<file path="src/hdl/pmu_pkg.sv">
/*
  Constants, register map and types for the power and clock gate control unit.
  Assumes a 32-bit APB slave port with a 12-bit byte address window.
*/
package pmu_pkg;

  ////////////////////////////////////////////////////////////////////////////
  // Register byte offsets
  localparam logic [11:0] OFF_LOW_POWER_CONTROL = 12'h004;
  localparam logic [11:0] OFF_PERIPHERAL_CLOCK_GATE = 12'h020;
  localparam logic [11:0] OFF_OSCILLATOR_POWER_CONTROL = 12'h024;
  localparam logic [11:0] OFF_SWITCH_CHAIN0_START_TIME = 12'h090;
  localparam logic [11:0] OFF_SWITCH_CHAIN1_START_TIME = 12'h094;
  localparam logic [11:0] OFF_SWITCH_CHAIN2_START_TIME = 12'h098;
  localparam logic [11:0] OFF_SWITCH_CHAIN3_START_TIME = 12'h09c;
  localparam logic [11:0] OFF_SOFT_RESET_BUS_CONTROL = 12'h0c4;
  localparam logic [11:0] OFF_SLEEP_BOOT_CONTROL = 12'h0c8;
  localparam logic [11:0] OFF_SLEEP_RESUME_PC = 12'h0cc;
  localparam logic [11:0] OFF_ASYNC_HANDSHAKE_CONTROL = 12'h0ec;
  localparam logic [11:0] OFF_PMU_STATUS = 12'h0f0;

  ////////////////////////////////////////////////////////////////////////////
  // Reset values
  localparam logic [31:0] RST_LOW_POWER_CONTROL = 32'h0000_0000;
  localparam logic [31:0] RST_PERIPHERAL_CLOCK_GATE = 32'h1fff_ff80;
  localparam logic [31:0] RST_OSCILLATOR_POWER_CONTROL = 32'h1080_1500;
  localparam logic [31:0] RST_ZERO = 32'h0000_0000;

  ////////////////////////////////////////////////////////////////////////////
  // Field layout
  localparam int LPM_LSB = 0;
  localparam int LPM_W = 2;
  localparam int PST_LSB = 8;
  localparam int PST_W = 12;
  localparam int CHAIN_W = 16;
  localparam int TIMER_W = 16;
  localparam logic [1:0] LPM_IDLE = 2'h0;
  localparam logic [1:0] LPM_SLEEP = 2'h1;
  localparam int GATE_DRAM = 31;
  localparam int GATE_CPU_KEEP = 30;
  localparam int GATE_AHB = 29;
  localparam int GATE_APB = 28;
  localparam logic [3:0] FULL_WORD_STRB = 4'hf;

  typedef enum {st_run, st_idle, st_sleep, st_stabilize, st_chain_wait} lp_state_t;

endpackage

</file>
<file path="src/hdl/wait_timer_if.sv">
/*
  Handshake between the low-power sequencer and its wait timer.
  Assumes both ends run on pclk.
*/
`timescale 1ns/1ns
`default_nettype none
interface wait_timer_if;
  import pmu_pkg::*;
  logic start;
  logic use_rtc;
  logic [TIMER_W-1:0] count;
  logic done;
  modport ctrl (output start, use_rtc, count, input done);
  modport timer (input start, use_rtc, count, output done);
endinterface
`default_nettype wire

</file>
<file path="src/hdl/rtc_tick_sync.sv">
/*
  Brings the slow realtime clock pin into pclk and marks each rising edge.
  Assumes pclk is much faster than the slow clock.
*/
`timescale 1ns/1ns
`default_nettype none
module rtc_tick_sync (
  input wire logic pclk,        // bus clock
  input wire logic presetn,     // async reset, active low
  input wire logic ce,          // clock enable
  input wire logic rtc_clk_pin, // slow realtime clock pin
  output logic tick             // one-cycle pulse per slow rising edge
);
  logic sync1_q;
  logic sync2_q;
  logic sync3_q;

  always_ff @(posedge pclk or negedge presetn) begin
    if (!presetn) begin
      sync1_q <= 1'b0;
      sync2_q <= 1'b0;
      sync3_q <= 1'b0;
      tick <= 1'b0;
    end else if (ce) begin
      sync1_q <= rtc_clk_pin;
      sync2_q <= sync1_q;
      sync3_q <= sync2_q;
      tick <= sync2_q & ~sync3_q;
    end
  end
endmodule
`default_nettype wire

</file>
<file path="src/hdl/wait_timer.sv">
/*
  Down counter that times a wait in pclk cycles or in slow clock ticks.
  Assumes start is a one-cycle pulse and is not raised while busy.
*/
`timescale 1ns/1ns
`default_nettype none
module wait_timer
  import pmu_pkg::*;
(
  input wire logic pclk,       // bus clock
  input wire logic presetn,    // async reset, active low
  input wire logic ce,         // clock enable
  input wire logic rtc_tick,   // slow clock tick
  wait_timer_if.timer tif      // sequencer side
);
  logic [TIMER_W-1:0] remaining_q;
  logic busy_q;
  logic rtc_q;
  logic done_q;

  assign tif.done = done_q;

  always_ff @(posedge pclk or negedge presetn) begin
    if (!presetn) begin
      remaining_q <= '0;
      busy_q <= 1'b0;
      rtc_q <= 1'b0;
      done_q <= 1'b0;
    end else if (ce) begin
      done_q <= 1'b0;
      if (tif.start) begin
        remaining_q <= tif.count;
        rtc_q <= tif.use_rtc;
        busy_q <= 1'b1;
      end else if (busy_q) begin
        if (remaining_q == '0) begin
          busy_q <= 1'b0;
          done_q <= 1'b1;
        end else if (!rtc_q || rtc_tick) begin
          remaining_q <= remaining_q - 1'b1;
        end
      end
    end
  end
endmodule
`default_nettype wire

</file>
<file path="src/hdl/power_clock_gate_control.sv">
/*
  Power and clock gate control unit: APB register file, low-power sequencer,
  per-peripheral clock enables and access blocks.
  Assumes pclk itself stays running while the chip sleeps, that the core sends
  a one-cycle pulse on pclk when its sleep instruction retires, and that the
  wake interrupt is a level from logic on pclk.
*/
// Decided for this implementation: the APB register port.
// Contract
// - Registers take only full 32-bit word accesses at their byte addresses.
// - The low power control register is all zeros after any reset.
// - Mode field value 00 makes the sleep instruction enter idle, 01 enters sleep.
// - The power stability field is a wait counted in slow realtime clock cycles.
// - Each switch chain start time is a wait counted in pclk cycles.
// - A set gate bit stops that peripheral's clock and blocks its register access.
// - Each gate bit comes out of reset at its documented start value.
// - Gate bit 30 keeps the core clock running through power down instead of gating a peripheral.
// - Gate bits 31, 29 and 28 stop the DRAM controller, main AHB and APB clocks like any other.
// - Idle stops only the core clock and any interrupt ends it.
// - Sleep stops the PLL and every clock except a core clock kept by bit 30, and ends on reset or interrupt.
`timescale 1ns/1ns
`default_nettype none
module power_clock_gate_control
  import pmu_pkg::*;
(
  input wire logic pclk,                       // bus clock
  input wire logic presetn,                    // async reset, active low
  input wire logic ce,                         // clock enable, freezes all state
  input wire logic [11:0] paddr,               // APB byte address
  input wire logic psel,                       // APB select
  input wire logic penable,                    // APB access phase
  input wire logic pwrite,                     // APB write
  input wire logic [31:0] pwdata,              // APB write data
  input wire logic [3:0] pstrb,                // APB byte strobes
  output logic [31:0] prdata,                  // APB read data
  output logic pready,                         // APB ready
  output logic pslverr,                        // APB error
  input wire logic sleep_retire,               // core pulse: sleep instruction retired
  input wire logic wake_irq,                   // any pending interrupt
  input wire logic rtc_clk_pin,                // slow realtime clock pin
  output logic [31:0] periph_clk_en,           // clock enables per peripheral
  output logic [31:0] periph_access_block,     // register access blocked per peripheral
  output logic core_clk_en,                    // core clock enable
  output logic pll_en,                         // PLL enable
  output logic [3:0] chain_power_on,           // power switch chains on
  output logic lp_idle,                        // idle mode active
  output logic lp_sleep                        // sleep or wake sequence active
);

  ////////////////////////////////////////////////////////////////////////////
  // Helpers

  function automatic logic reg_hit(input logic [11:0] a);
    case (a)
      OFF_LOW_POWER_CONTROL, OFF_PERIPHERAL_CLOCK_GATE,
      OFF_OSCILLATOR_POWER_CONTROL, OFF_SWITCH_CHAIN0_START_TIME,
      OFF_SWITCH_CHAIN1_START_TIME, OFF_SWITCH_CHAIN2_START_TIME,
      OFF_SWITCH_CHAIN3_START_TIME, OFF_SOFT_RESET_BUS_CONTROL,
      OFF_SLEEP_BOOT_CONTROL, OFF_SLEEP_RESUME_PC,
      OFF_ASYNC_HANDSHAKE_CONTROL, OFF_PMU_STATUS: reg_hit = 1'b1;
      default: reg_hit = 1'b0;
    endcase
  endfunction

  function automatic logic [2:0] state_code(input lp_state_t s);
    case (s)
      st_run: state_code = 3'h0;
      st_idle: state_code = 3'h1;
      st_sleep: state_code = 3'h2;
      st_stabilize: state_code = 3'h3;
      st_chain_wait: state_code = 3'h4;
      default: state_code = 3'h7;
    endcase
  endfunction

  // Bit 30 is a core control, not a peripheral; it never gates anything itself
  function automatic logic [31:0] gate_mask(input logic [31:0] g);
    logic [31:0] m;
    m = g;
    m[GATE_CPU_KEEP] = 1'b0;
    gate_mask = m;
  endfunction

  ////////////////////////////////////////////////////////////////////////////
  // Registers

  logic [LPM_W-1:0] lpm_q;
  logic [PST_W-1:0] pst_q;
  logic [31:0] gate_q;
  logic [31:0] osc_q;
  logic [CHAIN_W-1:0] chain_time_q [4];
  logic [31:0] soft_reset_bus_control_q;
  logic [31:0] sleep_boot_control_q;
  logic [31:0] sleep_resume_pc_q;
  logic [31:0] hsk_q;

  lp_state_t state_q;
  logic [1:0] chain_idx_q;

  logic setup_phase;
  logic access_done;
  logic bad_access;
  logic wr_ok;

  assign setup_phase = psel & ~penable;
  assign access_done = psel & penable & pready;
  assign bad_access = ~reg_hit(paddr) | (pwrite & (pstrb != FULL_WORD_STRB));
  assign wr_ok = access_done & pwrite & ~pslverr;

  ////////////////////////////////////////////////////////////////////////////
  // APB handshake: no wait states, answer registered at setup

  always_ff @(posedge pclk or negedge presetn) begin
    if (!presetn) begin
      pready <= 1'b0;
      pslverr <= 1'b0;
    end else if (ce) begin
      if (setup_phase) begin
        pready <= 1'b1;
        pslverr <= bad_access;
      end else begin
        pready <= 1'b0;
        pslverr <= 1'b0;
      end
    end
  end

  always_ff @(posedge pclk or negedge presetn) begin
    if (!presetn) begin
      prdata <= RST_ZERO;
    end else if (ce) begin
      if (setup_phase && !pwrite) begin
        case (paddr)
          OFF_LOW_POWER_CONTROL: prdata <= {12'h000, pst_q, 6'h00, lpm_q};
          OFF_PERIPHERAL_CLOCK_GATE: prdata <= gate_q;
          OFF_OSCILLATOR_POWER_CONTROL: prdata <= osc_q;
          OFF_SWITCH_CHAIN0_START_TIME: prdata <= {16'h0000, chain_time_q[0]};
          OFF_SWITCH_CHAIN1_START_TIME: prdata <= {16'h0000, chain_time_q[1]};
          OFF_SWITCH_CHAIN2_START_TIME: prdata <= {16'h0000, chain_time_q[2]};
          OFF_SWITCH_CHAIN3_START_TIME: prdata <= {16'h0000, chain_time_q[3]};
          OFF_SOFT_RESET_BUS_CONTROL: prdata <= soft_reset_bus_control_q;
          OFF_SLEEP_BOOT_CONTROL: prdata <= sleep_boot_control_q;
          OFF_SLEEP_RESUME_PC: prdata <= sleep_resume_pc_q;
          OFF_ASYNC_HANDSHAKE_CONTROL: prdata <= hsk_q;
          OFF_PMU_STATUS: prdata <= {21'h000000, chain_idx_q, chain_power_on,
                                     pll_en, core_clk_en, state_code(state_q)};
          default: prdata <= RST_ZERO;
        endcase
      end else if (access_done) begin
        prdata <= RST_ZERO;
      end
    end
  end

  ////////////////////////////////////////////////////////////////////////////
  // Low power control

  always_ff @(posedge pclk or negedge presetn) begin
    if (!presetn) begin
      lpm_q <= RST_LOW_POWER_CONTROL[LPM_LSB +: LPM_W];
      pst_q <= RST_LOW_POWER_CONTROL[PST_LSB +: PST_W];
    end else if (ce) begin
      if (wr_ok && paddr == OFF_LOW_POWER_CONTROL) begin
        lpm_q <= pwdata[LPM_LSB +: LPM_W];
        pst_q <= pwdata[PST_LSB +: PST_W];
      end
    end
  end

  ////////////////////////////////////////////////////////////////////////////
  // Clock gate register

  always_ff @(posedge pclk or negedge presetn) begin
    if (!presetn) begin
      gate_q <= RST_PERIPHERAL_CLOCK_GATE;
    end else if (ce) begin
      if (wr_ok && paddr == OFF_PERIPHERAL_CLOCK_GATE) begin
        gate_q <= pwdata;
      end
    end
  end

  ////////////////////////////////////////////////////////////////////////////
  // Switch chain start times

  always_ff @(posedge pclk or negedge presetn) begin
    if (!presetn) begin
      for (int i = 0; i < 4; i++) begin
        chain_time_q[i] <= RST_ZERO[CHAIN_W-1:0];
      end
    end else if (ce) begin
      if (wr_ok) begin
        case (paddr)
          OFF_SWITCH_CHAIN0_START_TIME: chain_time_q[0] <= pwdata[CHAIN_W-1:0];
          OFF_SWITCH_CHAIN1_START_TIME: chain_time_q[1] <= pwdata[CHAIN_W-1:0];
          OFF_SWITCH_CHAIN2_START_TIME: chain_time_q[2] <= pwdata[CHAIN_W-1:0];
          OFF_SWITCH_CHAIN3_START_TIME: chain_time_q[3] <= pwdata[CHAIN_W-1:0];
          default: ;
        endcase
      end
    end
  end

  ////////////////////////////////////////////////////////////////////////////
  // Plain storage registers; their fields drive no logic here and are only read back over APB

  always_ff @(posedge pclk or negedge presetn) begin
    if (!presetn) begin
      osc_q <= RST_OSCILLATOR_POWER_CONTROL;
      soft_reset_bus_control_q <= RST_ZERO;
      sleep_boot_control_q <= RST_ZERO;
      sleep_resume_pc_q <= RST_ZERO;
      hsk_q <= RST_ZERO;
    end else if (ce) begin
      if (wr_ok) begin
        case (paddr)
          OFF_OSCILLATOR_POWER_CONTROL: osc_q <= pwdata;
          OFF_SOFT_RESET_BUS_CONTROL: soft_reset_bus_control_q <= pwdata;
          OFF_SLEEP_BOOT_CONTROL: sleep_boot_control_q <= pwdata;
          OFF_SLEEP_RESUME_PC: sleep_resume_pc_q <= pwdata;
          OFF_ASYNC_HANDSHAKE_CONTROL: hsk_q <= pwdata;
          default: ;
        endcase
      end
    end
  end

  ////////////////////////////////////////////////////////////////////////////
  // Wait timer and slow clock

  logic rtc_tick;
  wait_timer_if tif ();

  rtc_tick_sync u_rtc_sync (
    .pclk(pclk),
    .presetn(presetn),
    .ce(ce),
    .rtc_clk_pin(rtc_clk_pin),
    .tick(rtc_tick)
  );

  wait_timer u_timer (
    .pclk(pclk),
    .presetn(presetn),
    .ce(ce),
    .rtc_tick(rtc_tick),
    .tif(tif)
  );

  ////////////////////////////////////////////////////////////////////////////
  // Low power sequencer

  logic start_q;
  logic use_rtc_q;
  logic [TIMER_W-1:0] count_q;

  assign tif.start = start_q;
  assign tif.use_rtc = use_rtc_q;
  assign tif.count = count_q;

  always_ff @(posedge pclk or negedge presetn) begin
    if (!presetn) begin
      state_q <= st_run;
      chain_idx_q <= 2'h0;
      start_q <= 1'b0;
      use_rtc_q <= 1'b0;
      count_q <= '0;
    end else if (ce) begin
      start_q <= 1'b0;
      case (state_q)
        st_run: begin
          if (sleep_retire) begin
            if (lpm_q == LPM_IDLE) begin
              state_q <= st_idle;
            end else if (lpm_q == LPM_SLEEP) begin
              state_q <= st_sleep;
            end
          end
        end
        st_idle: begin
          if (wake_irq) begin
            state_q <= st_run;
          end
        end
        st_sleep: begin
          if (wake_irq) begin
            state_q <= st_stabilize;
            start_q <= 1'b1;
            use_rtc_q <= 1'b1;
            count_q <= {{(TIMER_W-PST_W){1'b0}}, pst_q};
          end
        end
        st_stabilize: begin
          if (tif.done) begin
            state_q <= st_chain_wait;
            chain_idx_q <= 2'h0;
            start_q <= 1'b1;
            use_rtc_q <= 1'b0;
            count_q <= chain_time_q[0];
          end
        end
        st_chain_wait: begin
          if (tif.done) begin
            if (chain_idx_q == 2'h3) begin
              state_q <= st_run;
            end else begin
              chain_idx_q <= chain_idx_q + 2'h1;
              start_q <= 1'b1;
              use_rtc_q <= 1'b0;
              count_q <= chain_time_q[chain_idx_q + 2'h1];
            end
          end
        end
        default: state_q <= st_run;
      endcase
    end
  end

  ////////////////////////////////////////////////////////////////////////////
  // Power switch chains: dropped on sleep entry, raised one by one on wake

  always_ff @(posedge pclk or negedge presetn) begin
    if (!presetn) begin
      chain_power_on <= 4'hf;
    end else if (ce) begin
      if (state_q == st_run && sleep_retire && lpm_q == LPM_SLEEP) begin
        chain_power_on <= 4'h0;
      end else if (state_q == st_chain_wait && tif.done) begin
        chain_power_on[chain_idx_q] <= 1'b1;
      end
    end
  end

  ////////////////////////////////////////////////////////////////////////////
  // Clock enables, registered from the next state view

  lp_state_t state_nx;
  always_comb begin
    state_nx = state_q;
    case (state_q)
      st_run: begin
        if (sleep_retire && lpm_q == LPM_IDLE) state_nx = st_idle;
        else if (sleep_retire && lpm_q == LPM_SLEEP) state_nx = st_sleep;
      end
      st_idle: if (wake_irq) state_nx = st_run;
      st_sleep: if (wake_irq) state_nx = st_stabilize;
      st_stabilize: if (tif.done) state_nx = st_chain_wait;
      st_chain_wait: if (tif.done && chain_idx_q == 2'h3) state_nx = st_run;
      default: state_nx = st_run;
    endcase
  end

  always_ff @(posedge pclk or negedge presetn) begin
    if (!presetn) begin
      periph_clk_en <= ~gate_mask(RST_PERIPHERAL_CLOCK_GATE);
      periph_access_block <= gate_mask(RST_PERIPHERAL_CLOCK_GATE);
      core_clk_en <= 1'b1;
      pll_en <= 1'b1;
      lp_idle <= 1'b0;
      lp_sleep <= 1'b0;
    end else if (ce) begin
      periph_access_block <= gate_mask(gate_q);
      lp_idle <= (state_nx == st_idle);
      lp_sleep <= (state_nx != st_run) && (state_nx != st_idle);
      case (state_nx)
        st_run: begin
          periph_clk_en <= ~gate_mask(gate_q);
          core_clk_en <= 1'b1;
          pll_en <= 1'b1;
        end
        st_idle: begin
          periph_clk_en <= ~gate_mask(gate_q);
          core_clk_en <= 1'b0;
          pll_en <= 1'b1;
        end
        st_sleep: begin
          periph_clk_en <= 32'h0000_0000;
          core_clk_en <= gate_q[GATE_CPU_KEEP];
          pll_en <= 1'b0;
        end
        default: begin
          // PLL relocking and chains ramping: peripheral clocks stay off until done
          periph_clk_en <= 32'h0000_0000;
          core_clk_en <= gate_q[GATE_CPU_KEEP];
          pll_en <= 1'b1;
        end
      endcase
    end
  end

endmodule
`default_nettype wire

</file>
<file path="config.mk">
export PLATFORM = sky130hd
export DESIGN_NAME = power_clock_gate_control
export DESIGN_NICKNAME = d
export VERILOG_FILES = /design/src/hdl/pmu_pkg.sv /design/src/hdl/wait_timer_if.sv /design/src/hdl/rtc_tick_sync.sv /design/src/hdl/wait_timer.sv /design/src/hdl/power_clock_gate_control.sv
export SDC_FILE = /design/constraint.sdc
export NUM_CORES = 1
export LEC_CHECK = 0
export BUFFER_PORTS_ARGS = -buffer_cell sky130_fd_sc_hd__buf_2
export CAP_MARGIN = 20
export CORE_MARGIN = 1
export CORE_UTILIZATION = 60
export CTS_BUF_LIST = sky130_fd_sc_hd__clkbuf_2 sky130_fd_sc_hd__clkbuf_4 sky130_fd_sc_hd__clkbuf_8
export DETAILED_ROUTE_END_ITERATION = 8
export GPL_TIMING_DRIVEN = 0
export PLACE_DENSITY = 0.82
export SYNTH_ARGS = -nofsm -noshare
export SYNTH_HDL_FRONTEND = slang
export SYNTH_SLANG_ARGS = --single-unit
</file>
<file path="constraint.sdc">
create_clock -name pclk -period 6.38 [get_ports pclk]
set_clock_uncertainty 0.15 [all_clocks]
set_input_delay 0 -clock pclk [delete_from_list [all_inputs] [get_ports pclk]]
set_output_delay 0 -clock pclk [all_outputs]
set_load 0.005 [all_outputs]
</file>
# Word-level counts from Yosys, hierarchy flattened
# Cells that the tools add are included.
word_totals:
  regBits: 450
  latchBits: 0
  mem_bits_rw: 0
  rom_bits: 0
  inputBits: 57
  output_inout_bits: 106
  word_cells: 192
  n_memories: 0
classes:
  addsub: 2
  n_mul: 0
  n_div: 0
  order_cmp: 3
  eq_ne: 32
  n_shift: 0
  mux: 59
  bitwise: 15
  reduce_logical: 46
op_table:
  columns: ["op", "n"]
  rows:
  - ["2-to-1 mux 32 bit", 14]
  - ["case mux 32 bit (12 select lines)", 1]
  - ["case mux 32 bit (5 select lines)", 2]
  - ["2-to-1 mux 16 bit", 10]
  - ["equality test 32 x 2 -> 1 bit (second input constant)", 4]
  - ["equality test 12 x 8 -> 1 bit (second input constant)", 9]
  - ["logical NOT 32 bit", 3]
  - ["equality test 32 x 1 -> 1 bit (second input constant)", 2]
  - ["case mux 16 bit (3 select lines)", 1]
  - ["binary-select mux 16 bit (select 2 bit)", 1]
  - ["equality test 32 x 3 -> 1 bit (second input constant)", 1]
  - ["equality test 32 x 4 -> 1 bit (second input constant)", 1]
  - ["!= test 32 x 2 -> 1 bit (second input constant)", 1]
  - ["inverter 32 bit", 1]
  - ["nonzero test 32 bit", 1]
  - ["AND reduction 3 bit", 9]
  - ["equality test 12 x 6 -> 1 bit (second input constant)", 2]
  - ["2-to-1 mux 1 bit", 19]
  - ["logical NOT 16 bit", 1]
  - ["subtractor 16 x 1 -> 16 bit (second input constant)", 1]
  - ["case mux 3 bit (5 select lines)", 1]
  - ["equality test 12 x 3 -> 1 bit (second input constant)", 1]
  - ["OR reduction 12 bit", 1]
  - ["logical AND 1 bit", 11]
  - ["31 further kinds", 59]

# Logic depth before layout (Yosys ltp)
# Gate-level depths: netlist of the first run.
logic_depth:
  ltp_word: 8
  ltp_mapped: 9
  ltp_nobuf: 8

# Modules after synthesis
# Synthesis of the first run repeated with hierarchy kept, for this count alone.
hier_totals:
  cells_unflattened: 1611
  hier_area_um2: 21016.4
modules_own_cells:
  columns: ["module", "instances", "cells_each", "area_per_inst_um2", "seq_area_each_um2"]
  rows:
  - ["power_clock_gate_control", 1, 1450, 19577.5, 10766.6]
  - ["wait_timer", 1, 151, 1288.7, 475.5]
  - ["rtc_tick_sync", 1, 10, 150.1, 100.1]

# Worst setup path after synthesis of the first run
# Ideal clock, no wire load.
synth_timing:
  path_type: "register to register"
  from: "reg chain_idx_q[0]"
  to: "reg count_q[10]"
  setup_ps: 137
  arrival_ps: 2570
  t_required_ps: 6093
  setup_slack_ps: 3523
  stages_incl_launch_ff: 9
  path_buffers: 3
  period_less_slack_ps: 2857
  cell_sequence: "dfrtp_1 > clkbuf_1 > inv_1 > ha_1 > clkbuf_1 > clkbuf_1 > mux4_2 > a222oi_1 > a21oi_1"
synth_between:
  elab_chain_len: 8
  word_cells_on_any_way: 11
  cone_classes: "add/sub: 1; eq/ne: 2; mux: 6; bitwise: 1; reduce/logical: 1"
synth_lines:
  columns: ["element", "line", "text"]
  rows:
  - ["from (decl)", "power_clock_gate_control.sv:98", "logic [1:0] chain_idx_q;"]
  - ["from (signal assigned)", "power_clock_gate_control.sv:307", "chain_idx_q <= chain_idx_q + 2'h1;"]
  - ["adder 2 x 1 -> 2 bit", "power_clock_gate_control.sv:310", "count_q <= chain_time_q[chain_idx_q + 2'h1];"]
  - ["inverter 2 -> 3 bit (not written as such)", "power_clock_gate_control.sv:310", null]
  - ["binary-select mux 16 bit (select 2 bit)", "power_clock_gate_control.sv:310", null]
  - ["2-to-1 mux 16 bit (not written as such) (2 in a row)", "power_clock_gate_control.sv:310", null]
  - ["2-to-1 mux 16 bit", "power_clock_gate_control.sv:304", "if (chain_idx_q == 2'h3) begin"]
  - ["2-to-1 mux 16 bit", "power_clock_gate_control.sv:303", "if (tif.done) begin"]
  - ["case mux 16 bit (3 select lines)", "power_clock_gate_control.sv:270", "case (state_q)"]
  - ["to (signal assigned)", "power_clock_gate_control.sv:290", "count_q <= {{(TIMER_W-PST_W){1'b0}}, pst_q};"]
  - ["to (signal assigned)", "power_clock_gate_control.sv:299", "count_q <= chain_time_q[0];"]
  - ["to (signal assigned)", "power_clock_gate_control.sv:310", null]
  - ["to (decl)", "power_clock_gate_control.sv:255", "logic [TIMER_W-1:0] count_q;"]
# Several ways; a longest one is shown, not always the timed one. The select of a mux whose other input is x is not followed.
# A chain may end at the register's enable or synchronous reset.

# Worst setup path in the final report of the first run
layout_timing:
  from: "reg chain_idx_q[0]"
  to: "reg count_q[11]"
# Same word-level chain as after synthesis.

==> summary.md, run 1 <==
| Metric | Value |
|---|---|
| P_sw | `1.69 mW` |
| Post-Syn Area | `20300 um^2` |
| Setup_tns | `0 ns` |
| Final instance area | `24200 um^2` |
| Leakage power | `11.6 nW` |
| Slew Limit Fails | `0` |
| Max IR drop VDD | `180 uV` |
| Slew @ Worst Pin | `1.18 ns` |
| Synth area leader | `dfrtp_1` |
| Hold path depth | `7` |
| Worst Setup Path Type | `register to register` |
| Layout Nets | `1950` |
| Most frequent cells in the layout | `dfrtp_1 (385), mux2_2 (318), buf_2 (186)` |
| Area of the multi-input gates | `approximately 8400 um^2` |
| Failing checks | `design-rule violations` |
| CP peak stage delay | `approximately 0.70 ns` |
| Gr ovfl total | `0` |
| Initial DRC count | `1866` |
| Cell family with most CP delay | `buffers and inverters` |
| Post-synth EDFFs | `0` |
| Final worst slack | `2.03 ns` |
| F_max | `0.230 GHz` |
| Largest buffer count on any clock path | `3` |
| First-pass GRT wire length | `roughly 96 mm` |
| Placed insts | `2197` |
| Initial core utilization | `0.608` |
| TritonCTS clock tree | `built` |
| Post-route antenna net violation count | `0` |
| Critical path launch point type | `register` |
| Share of layout cells above drive strength 1 | `0.393` |
| Worst Hold Endpoint | `prdata[15]` |
| Syn Area/Cell | `12.8 um^2` |
| Flop pwr share | `0.465` |
| Switching share of power | `0.258` |
| Max Cap Viol | `0` |
| Post-Syn Nets | `~1700` |
| Internal power | `between 4 and 5 mW` |
| Via Count | `15900` |
| TritonCTS sink count | `450` |
| Core area | `33400 um^2` |
| Register-to-Register Path Depth | `8` |
| Initial antenna violation count | `3` |
| Final setup violation count | `0` |
| Vias in the first global route | `15800` |
| CP cell instances | `clkbuf_1, inv_1, ha_1, clkbuf_1, clkbuf_1, mux4_2, a222oi_1, a21oi_1` |
| Io pins | `163` |
| Crit path required time | `between 6 and 7 ns` |
| Tot Pwr | `6.57 mW` |
| Reg clk slew, reported paths | `about 0.070 ns` |
| Post-synth cell types | `just over 80` |
| Hpwl dp | `~43 mm` |
| Hold path start | `paddr[11]` |
| Routability congestion estimate | `1.00` |
| Layout area overhead | `18.9%` |
| Yosys reg bits | `450` |
| Row count | `67` |
| Pin count of the biggest net entering global routing | `roughly 130` |
| # port buffers | `153` |
| Slew headroom | `0.216` |
| Arrival @ worst endpoint | `4.69 ns` |
| Hold WC Path Type | `input port to register` |
| PwrDens | `272 nW/um^2` |
| Crit path time final | `between 4 and 5 ns` |
| Filler instances | `roughly 2200` |
| Fraction of registers with async set or reset after synthesis | `1.00` |
| Post-synthesis sequential area ratio | `0.558` |
| Clock latency on the worst-skew pair | `0.63 ns` |
| Fin crit share | `0.682` |
| Post-route insts no fill | `around 2400` |
| GRT Total Usage | `0.383` |
| Num CTS Buffers | `76` |
| Die width | `186 um` |
| Synth Instances | `around 1600` |
| Top FF cell, synth | `dfrtp_1` |
| RSZ-0062 raised after global routing | `false` |
| Logic gate share of total power | `0.091` |
| DRC viols | `1` |
| Die Area | `34600 um^2` |
| Setup slack, reg-to-reg | `roughly 2.0 ns` |
| CP max FO | `10` |
| RR Endpoint | `count_q[11]` |
| Post-CTS setup buffer count | `0` |
| Slowest stage cell, crit path | `clkbuf_1` |
| Run status | `finished, violations left` |
| Placed Instance Area | `around 22000 um^2` |
| Leading cell type in the layout, fill and taps excluded | `dfrtp_1` |
| Worst Path Buf+Inv | `4` |
| Synth top area cells | `dfrtp_1 (47%), mux2_2 (18%), dfstp_2 (8.4%), mux4_2 (2.0%), a22oi_1 (1.6%)` |
| Die extent in y | `between 150 and 200 um` |
| Initial DRT Pass Iterations | `9` |
| CTS Root Cell | `clkbuf_8` |
| Post-synth top area share | `0.474` |
| Final Hold Vio Count | `0` |
| Crit path top cell by count | `clkbuf_1` |
| Final WL | `64.6 mm` |
| YS warnings | `0` |
| FF/Latch Area | `about 11000 um^2` |
| CP Capture Type | `register` |
| Worst slack, placed | `about 2.2 ns` |
| Routed WL per cell | `26.9 um` |
| R2R Path Start | `chain_idx_q[0]` |
| Via/cell ratio | `6.61` |
| Clock power frac | `0.444` |
| CTS HTree Levels | `3` |
| Critical Path Source | `chain_idx_q[0]` |
## layer usage
layer	vias to the layer above	share of wire	track usage
li1	6628	-	-
met1	8079	0.39	0.502
met2	927	0.45	0.577
met3	250	0.097	0.100
met4	2	0.059	0.224
met5	-	0.00014	0
## Yosys cell counts (9+ instances only)
library cell and n:
dfrtp_1 385, mux2_2 318, nand2_1 77, clkbuf_1 66, dfstp_2 65, nor2_1 64, a21oi_1 47, a22oi_1 44
o21ai_0 43, o2bb2ai_1 37, nor2b_1 35, buf_2 34, a22o_1 32, mux2i_1 30, a222oi_1 29, nor3_1 28
nand3_1 21, inv_1 19, buf_1 18, mux4_2 18, a32oi_1 13, nor4_1 13, o22ai_1 10, o32ai_1 9
## kinds of logic (layout without fill, tap and decap cells)
kind of cell	count (synthesis)	after routing	synth area share
compound gates	323	323	0.119
fa+ha+maj	6	6	0.00357
buf+inv	144	504	0.0298
flops	450	450	0.558
mux	366	366	0.211
other cells	1	5	0.000184
simple gates	302	302	0.0786
## worst max path at each step
stage / depth (start not counted) / to
after CTS: 8 / count_q[10]
after global placement: 1 / hsk_q[16]
final: 8 / count_q[11]
after detailed placement: 8 / count_q[10]
after floorplan: 8 / count_q[10]
after global routing: 8 / count_q[11]
## worst register-to-register path, cell delays in order, from the launching register on
cell      delay [ns]
dfrtp_1         0.42
clkbuf_1        0.70
inv_1           0.20
ha_1            0.34
clkbuf_1        0.46
clkbuf_1        0.69
mux4_2          0.42
a222oi_1        0.68
a21oi_1         0.16
## repair_timing
| action | CTS | global route |
|---|---|---|
| hold buffers | 61 | 0 |
| hold endpoints to repair | 514 | 0 |
| gates resized for setup | 0 | 0 |
## state kept, by name (all words and copies together), names as in the netlist, 31 cells and up
register / flops
sleep_boot_control_q: 32
periph_clk_en: 32
chain_time_q: 64
state_q: 32
periph_access_block: 31
hsk_q: 32
sleep_resume_pc_q: 32
osc_q: 32
gate_q: 32
soft_reset_bus_control_q: 32
prdata: 32
## final cells by class
type	instances	share of cell area
clock inverters	22	0.00927
well taps	448	0.0232
clock buffers	120	0.0637
diodes	4	0.000414
plain buffers	123	0.0218
flip-flops and latches	450	0.469
repair buffers	218	0.0618
multi-input cells	998	0.347
inverters	21	0.00326
## power by group through the flow
stage	clock network [mW]	registers [mW]	logic (mW)
global placement	0	3.09	0.540
finish	2.92	3.05	0.599
detailed placement	0	3.09	0.558
global route	3.08	3.06	0.656
CTS	2.93	3.05	0.592
floorplan	0	3.06	0.340
## metrics by stage
stage                     hold WS (ns)  utilization
after floorplan                 -0.446            -
after global placement          0.0980        0.648
after detailed placement       -0.0463        0.651
after CTS                     0.000509        0.722
after global routing            0.0323        0.722
final                           0.0180        0.723
(Power assumes the default switching activity.)
==> run 2, diff against run 1 <==
Settings changed: CORE_UTILIZATION 60 to 56, PLACE_DENSITY 0.82 to 0.8.
Clock period 6.38 ns to 3.6 ns, I/O delays scaled along.
==> run 2 against run 1 <==
Compared with the run above:
- the run ends with design-rule violations, negative setup slack left
- critical endpoint is now osc_q[15]
- combinational power up 82%
- register-to-register slack got worse by 2.0 ns
- utilization is 4.4 points lower
==> summary.md, run 2 (same netlist as run 1, synthesis figures left out) <==
| Metric | Value |
|---|---|
| Leakage power | `11.6 nW (about the same)` |
| Hpwl dp | `43.9 mm (+2.1%)` |
| Share of layout cells above drive strength 1 | `0.394 (+0.000729)` |
| Setup slack, reg-to-reg | `0.02 ns (-2.01 ns)` |
| CP peak stage delay | `0.80 ns (+0.10 ns)` |
| Hold path start | `pwdata[13]` |
| Clock latency on the worst-skew pair | `0.64 ns (about the same)` |
| Io pins | `163 (unchanged)` |
| Metal1 wirelength | `26.2 mm (+4.4%)` |
| Hold WC Path Type | `input port to register` |
| Vias in the first global route | `16000 (+0.95%)` |
| PwrDens | `477 nW/um^2 (+75%)` |
| Initial core utilization | `0.570 (-0.0376)` |
| Hold path depth | `3 (-4)` |
| F_max | `0.277 GHz` |
| Largest Register | `chain_time_q` |
| CTS Root Cell | `clkbuf_8` |
| Initial DRC count | `1677 (-10%)` |
| Max Cap Viol | `0 (unchanged)` |
| Tot Pwr | `11.5 mW (+76%)` |
| Slowest stage cell, crit path | `nor2_1` |
| RSZ-0062 raised after global routing | `false` |
| Crit path required time | `3.96 ns (-2.75 ns)` |
| Post-route antenna net violation count | `0 (unchanged)` |
| Final Hold Vio Count | `0 (unchanged)` |
| Final setup violation count | `4 (+4)` |
| DR WL met2 | `29.2 mm (-0.54%)` |
| TritonCTS sink count | `450 (unchanged)` |
| Final hold slack | `0.0189 ns (+0.000935 ns)` |
| Max Used Layer | `met5` |
| Layout Nets | `1956 (+0.31%)` |
| Num CTS Buffers | `75 (-1.3%)` |
| Post-route insts no fill | `2419 (+0.62%)` |
| Placed insts | `2211 (+0.64%)` |
| CTS HTree Levels | `3 (unchanged)` |
| DRC viols | `44 (+43)` |
| Final worst slack | `-0.0111 ns (-2.04 ns)` |
| CP cell instances | `dlygate4sd3_1, buf_2, nor4_2, nand3_1, nor2_1, nand2_1, buf_1, mux2_2` |
| R2R Path Start | `chain_idx_q[0]` |
| Final instance area | `24200 um^2 (+0.12%)` |
| Gr ovfl total | `0 (unchanged)` |
| Via Count | `15700 (-0.94%)` |
| Register-to-Register Path Depth | `7 (-1)` |
| Failing checks | `design-rule violations, negative setup slack` |
| Worst Setup Path Type | `input port to register` |
| Setup_tns | `-0.0324 ns (-0.0324 ns)` |
| Row count | `69 (+3.0%)` |
| Routed WL per cell | `26.8 um (-0.17%)` |
| Die extent in y | `193 um (+3.5%)` |
| Worst Hold Endpoint | `chain_time_q[29]` |
| RR Endpoint | `count_q[10]` |
| Arrival @ worst endpoint | `3.97 ns (-0.72 ns)` |
| Pin count of the biggest net entering global routing | `127 (unchanged)` |
| Die Area | `37100 um^2 (+7.1%)` |
| Core area | `35700 um^2 (+6.6%)` |
| Reg clk slew, reported paths | `0.06 ns (about the same)` |
| Critical path launch point type | `input port` |
| GRT Total Usage | `0.361 (-0.0223)` |
| TritonCTS clock tree | `built` |
| Crit path time final | `between 3 and 4 ns` |
| Slew headroom | `0.205 (-0.0111)` |
| Layout area overhead | `19.0%` |
| Via/cell ratio | `6.51 (-1.6%)` |
| Final WL | `64.9 mm (+0.46%)` |
| Largest buffer count on any clock path | `3 (unchanged)` |
| Max IR drop VDD | `423 uV (+130%)` |
| First-pass GRT wire length | `97.4 mm (+0.97%)` |
| Worst Path Buf+Inv | `3 (-1)` |
| Run status | `finished, violations left` |
| # port buffers | `153 (unchanged)` |
| CP max FO | `10 (unchanged)` |
| Placed Instance Area | `21800 um^2 (+0.11%)` |
| Max FFs per register | `64 (unchanged)` |
| CP Capture Type | `register` |
| Initial DRT Pass Iterations | `9 (unchanged)` |
| Fin crit share | `1.00` |
| Cell family with most CP delay | `simple AND/OR/NAND/NOR gates` |
| Most frequent cells in the layout | `dfrtp_1 (385), mux2_2 (318), buf_2 (186)` |
| Routability congestion estimate | `0.992 (-1.0%)` |
| Slew Limit Fails | `0 (unchanged)` |
| Die width | `193 um (+3.5%)` |
| Initial antenna violation count | `3 (unchanged)` |
| Leading cell type in the layout, fill and taps excluded | `dfrtp_1` |
| Routed length on met3 | `5.68 mm (-9.6%)` |
| Post-CTS setup buffer count | `0 (unchanged)` |
| Slew @ Worst Pin | `1.19 ns (+0.0167 ns)` |
-- run 2: cell types whose count changed in the layout (fill, tap and decap cells not counted), moves of 3 or more --
cell	previous run	this run
clkbuf_1	66	62
clkbuf_4	18	31
clkinv_2	13	6
clkbuf_8	102	92
dlygate4sd3_1	60	67
clkbuf_2	0	3
-- run 2: worst reg2reg max path, stage by stage, from the launching register on --
cell      delay [ns]
dfrtp_1         0.39
clkbuf_2        0.40
inv_1           0.17
ha_2            0.53
clkbuf_2        0.43
mux4_2          0.38
a222oi_1        0.83
a21oi_1         0.16
-- run 2: how the worst max path moves through the flow --
stage          slack [ns]                 to      startpoint  depth (start not counted)
6_report            -0.01          osc_q[15]        paddr[9]                          8
3_5_place_dp        -0.73        count_q[10]  chain_idx_q[0]                          8
3_3_place_gp        -6.31  periph_clk_en[18]         presetn                          1
4_1_cts              0.15        count_q[10]  chain_idx_q[0]                          7
2_1_floorplan        0.74        count_q[10]  chain_idx_q[0]                          8
5_1_grt              0.03         count_q[4]     state_q[13]                          8
-- run 2: where the power goes --
group | leakage, nW | total, mW | switching, mW | internal (mW)
clock | 0.898 | 5.05 | 2.11 | 2.93
sequential | 6.00 | 5.40 | 0.165 | 5.24
combinational | 4.67 | 1.09 | 0.689 | 0.397
total | 11.6 | 11.5 | 2.96 | 8.57
-- run 2: area by class of cell --
type,instances,area [um^2]
inverters,21,78.8
well taps,461,577
diodes,2,5.00
clock buffers,123,1500
repair buffers,226,1570
plain buffers,122,527
clock inverters,16,199
multi-input cells,998,8400
flip-flops and latches,450,11300
fillers,2580,11500
-- run 2: metal layers --
layer | vias up | global-route usage
met5 | - | 0
met4 | 4 | 0.204
met3 | 220 | 0.0895
met2 | 820 | 0.545
met1 | 8072 | 0.476
li1 | 6621 | -
-- run 2: repair_timing --
action | in CTS | in global routing
resized for setup | 2 | 4
pin swaps | 1 | 2
setup endpoints to repair | 10 | 2
hold buffers | 68 | 0
endpoints found under the hold margin | 640 | 0
-- run 2: through the flow --
step            util  setup WS (ns)
2_1_floorplan      -          0.743
3_3_place_gp   0.608          -6.31
3_5_place_dp   0.611         -0.733
4_1_cts        0.678          0.152
5_1_grt        0.678         0.0302
6_report       0.679        -0.0111
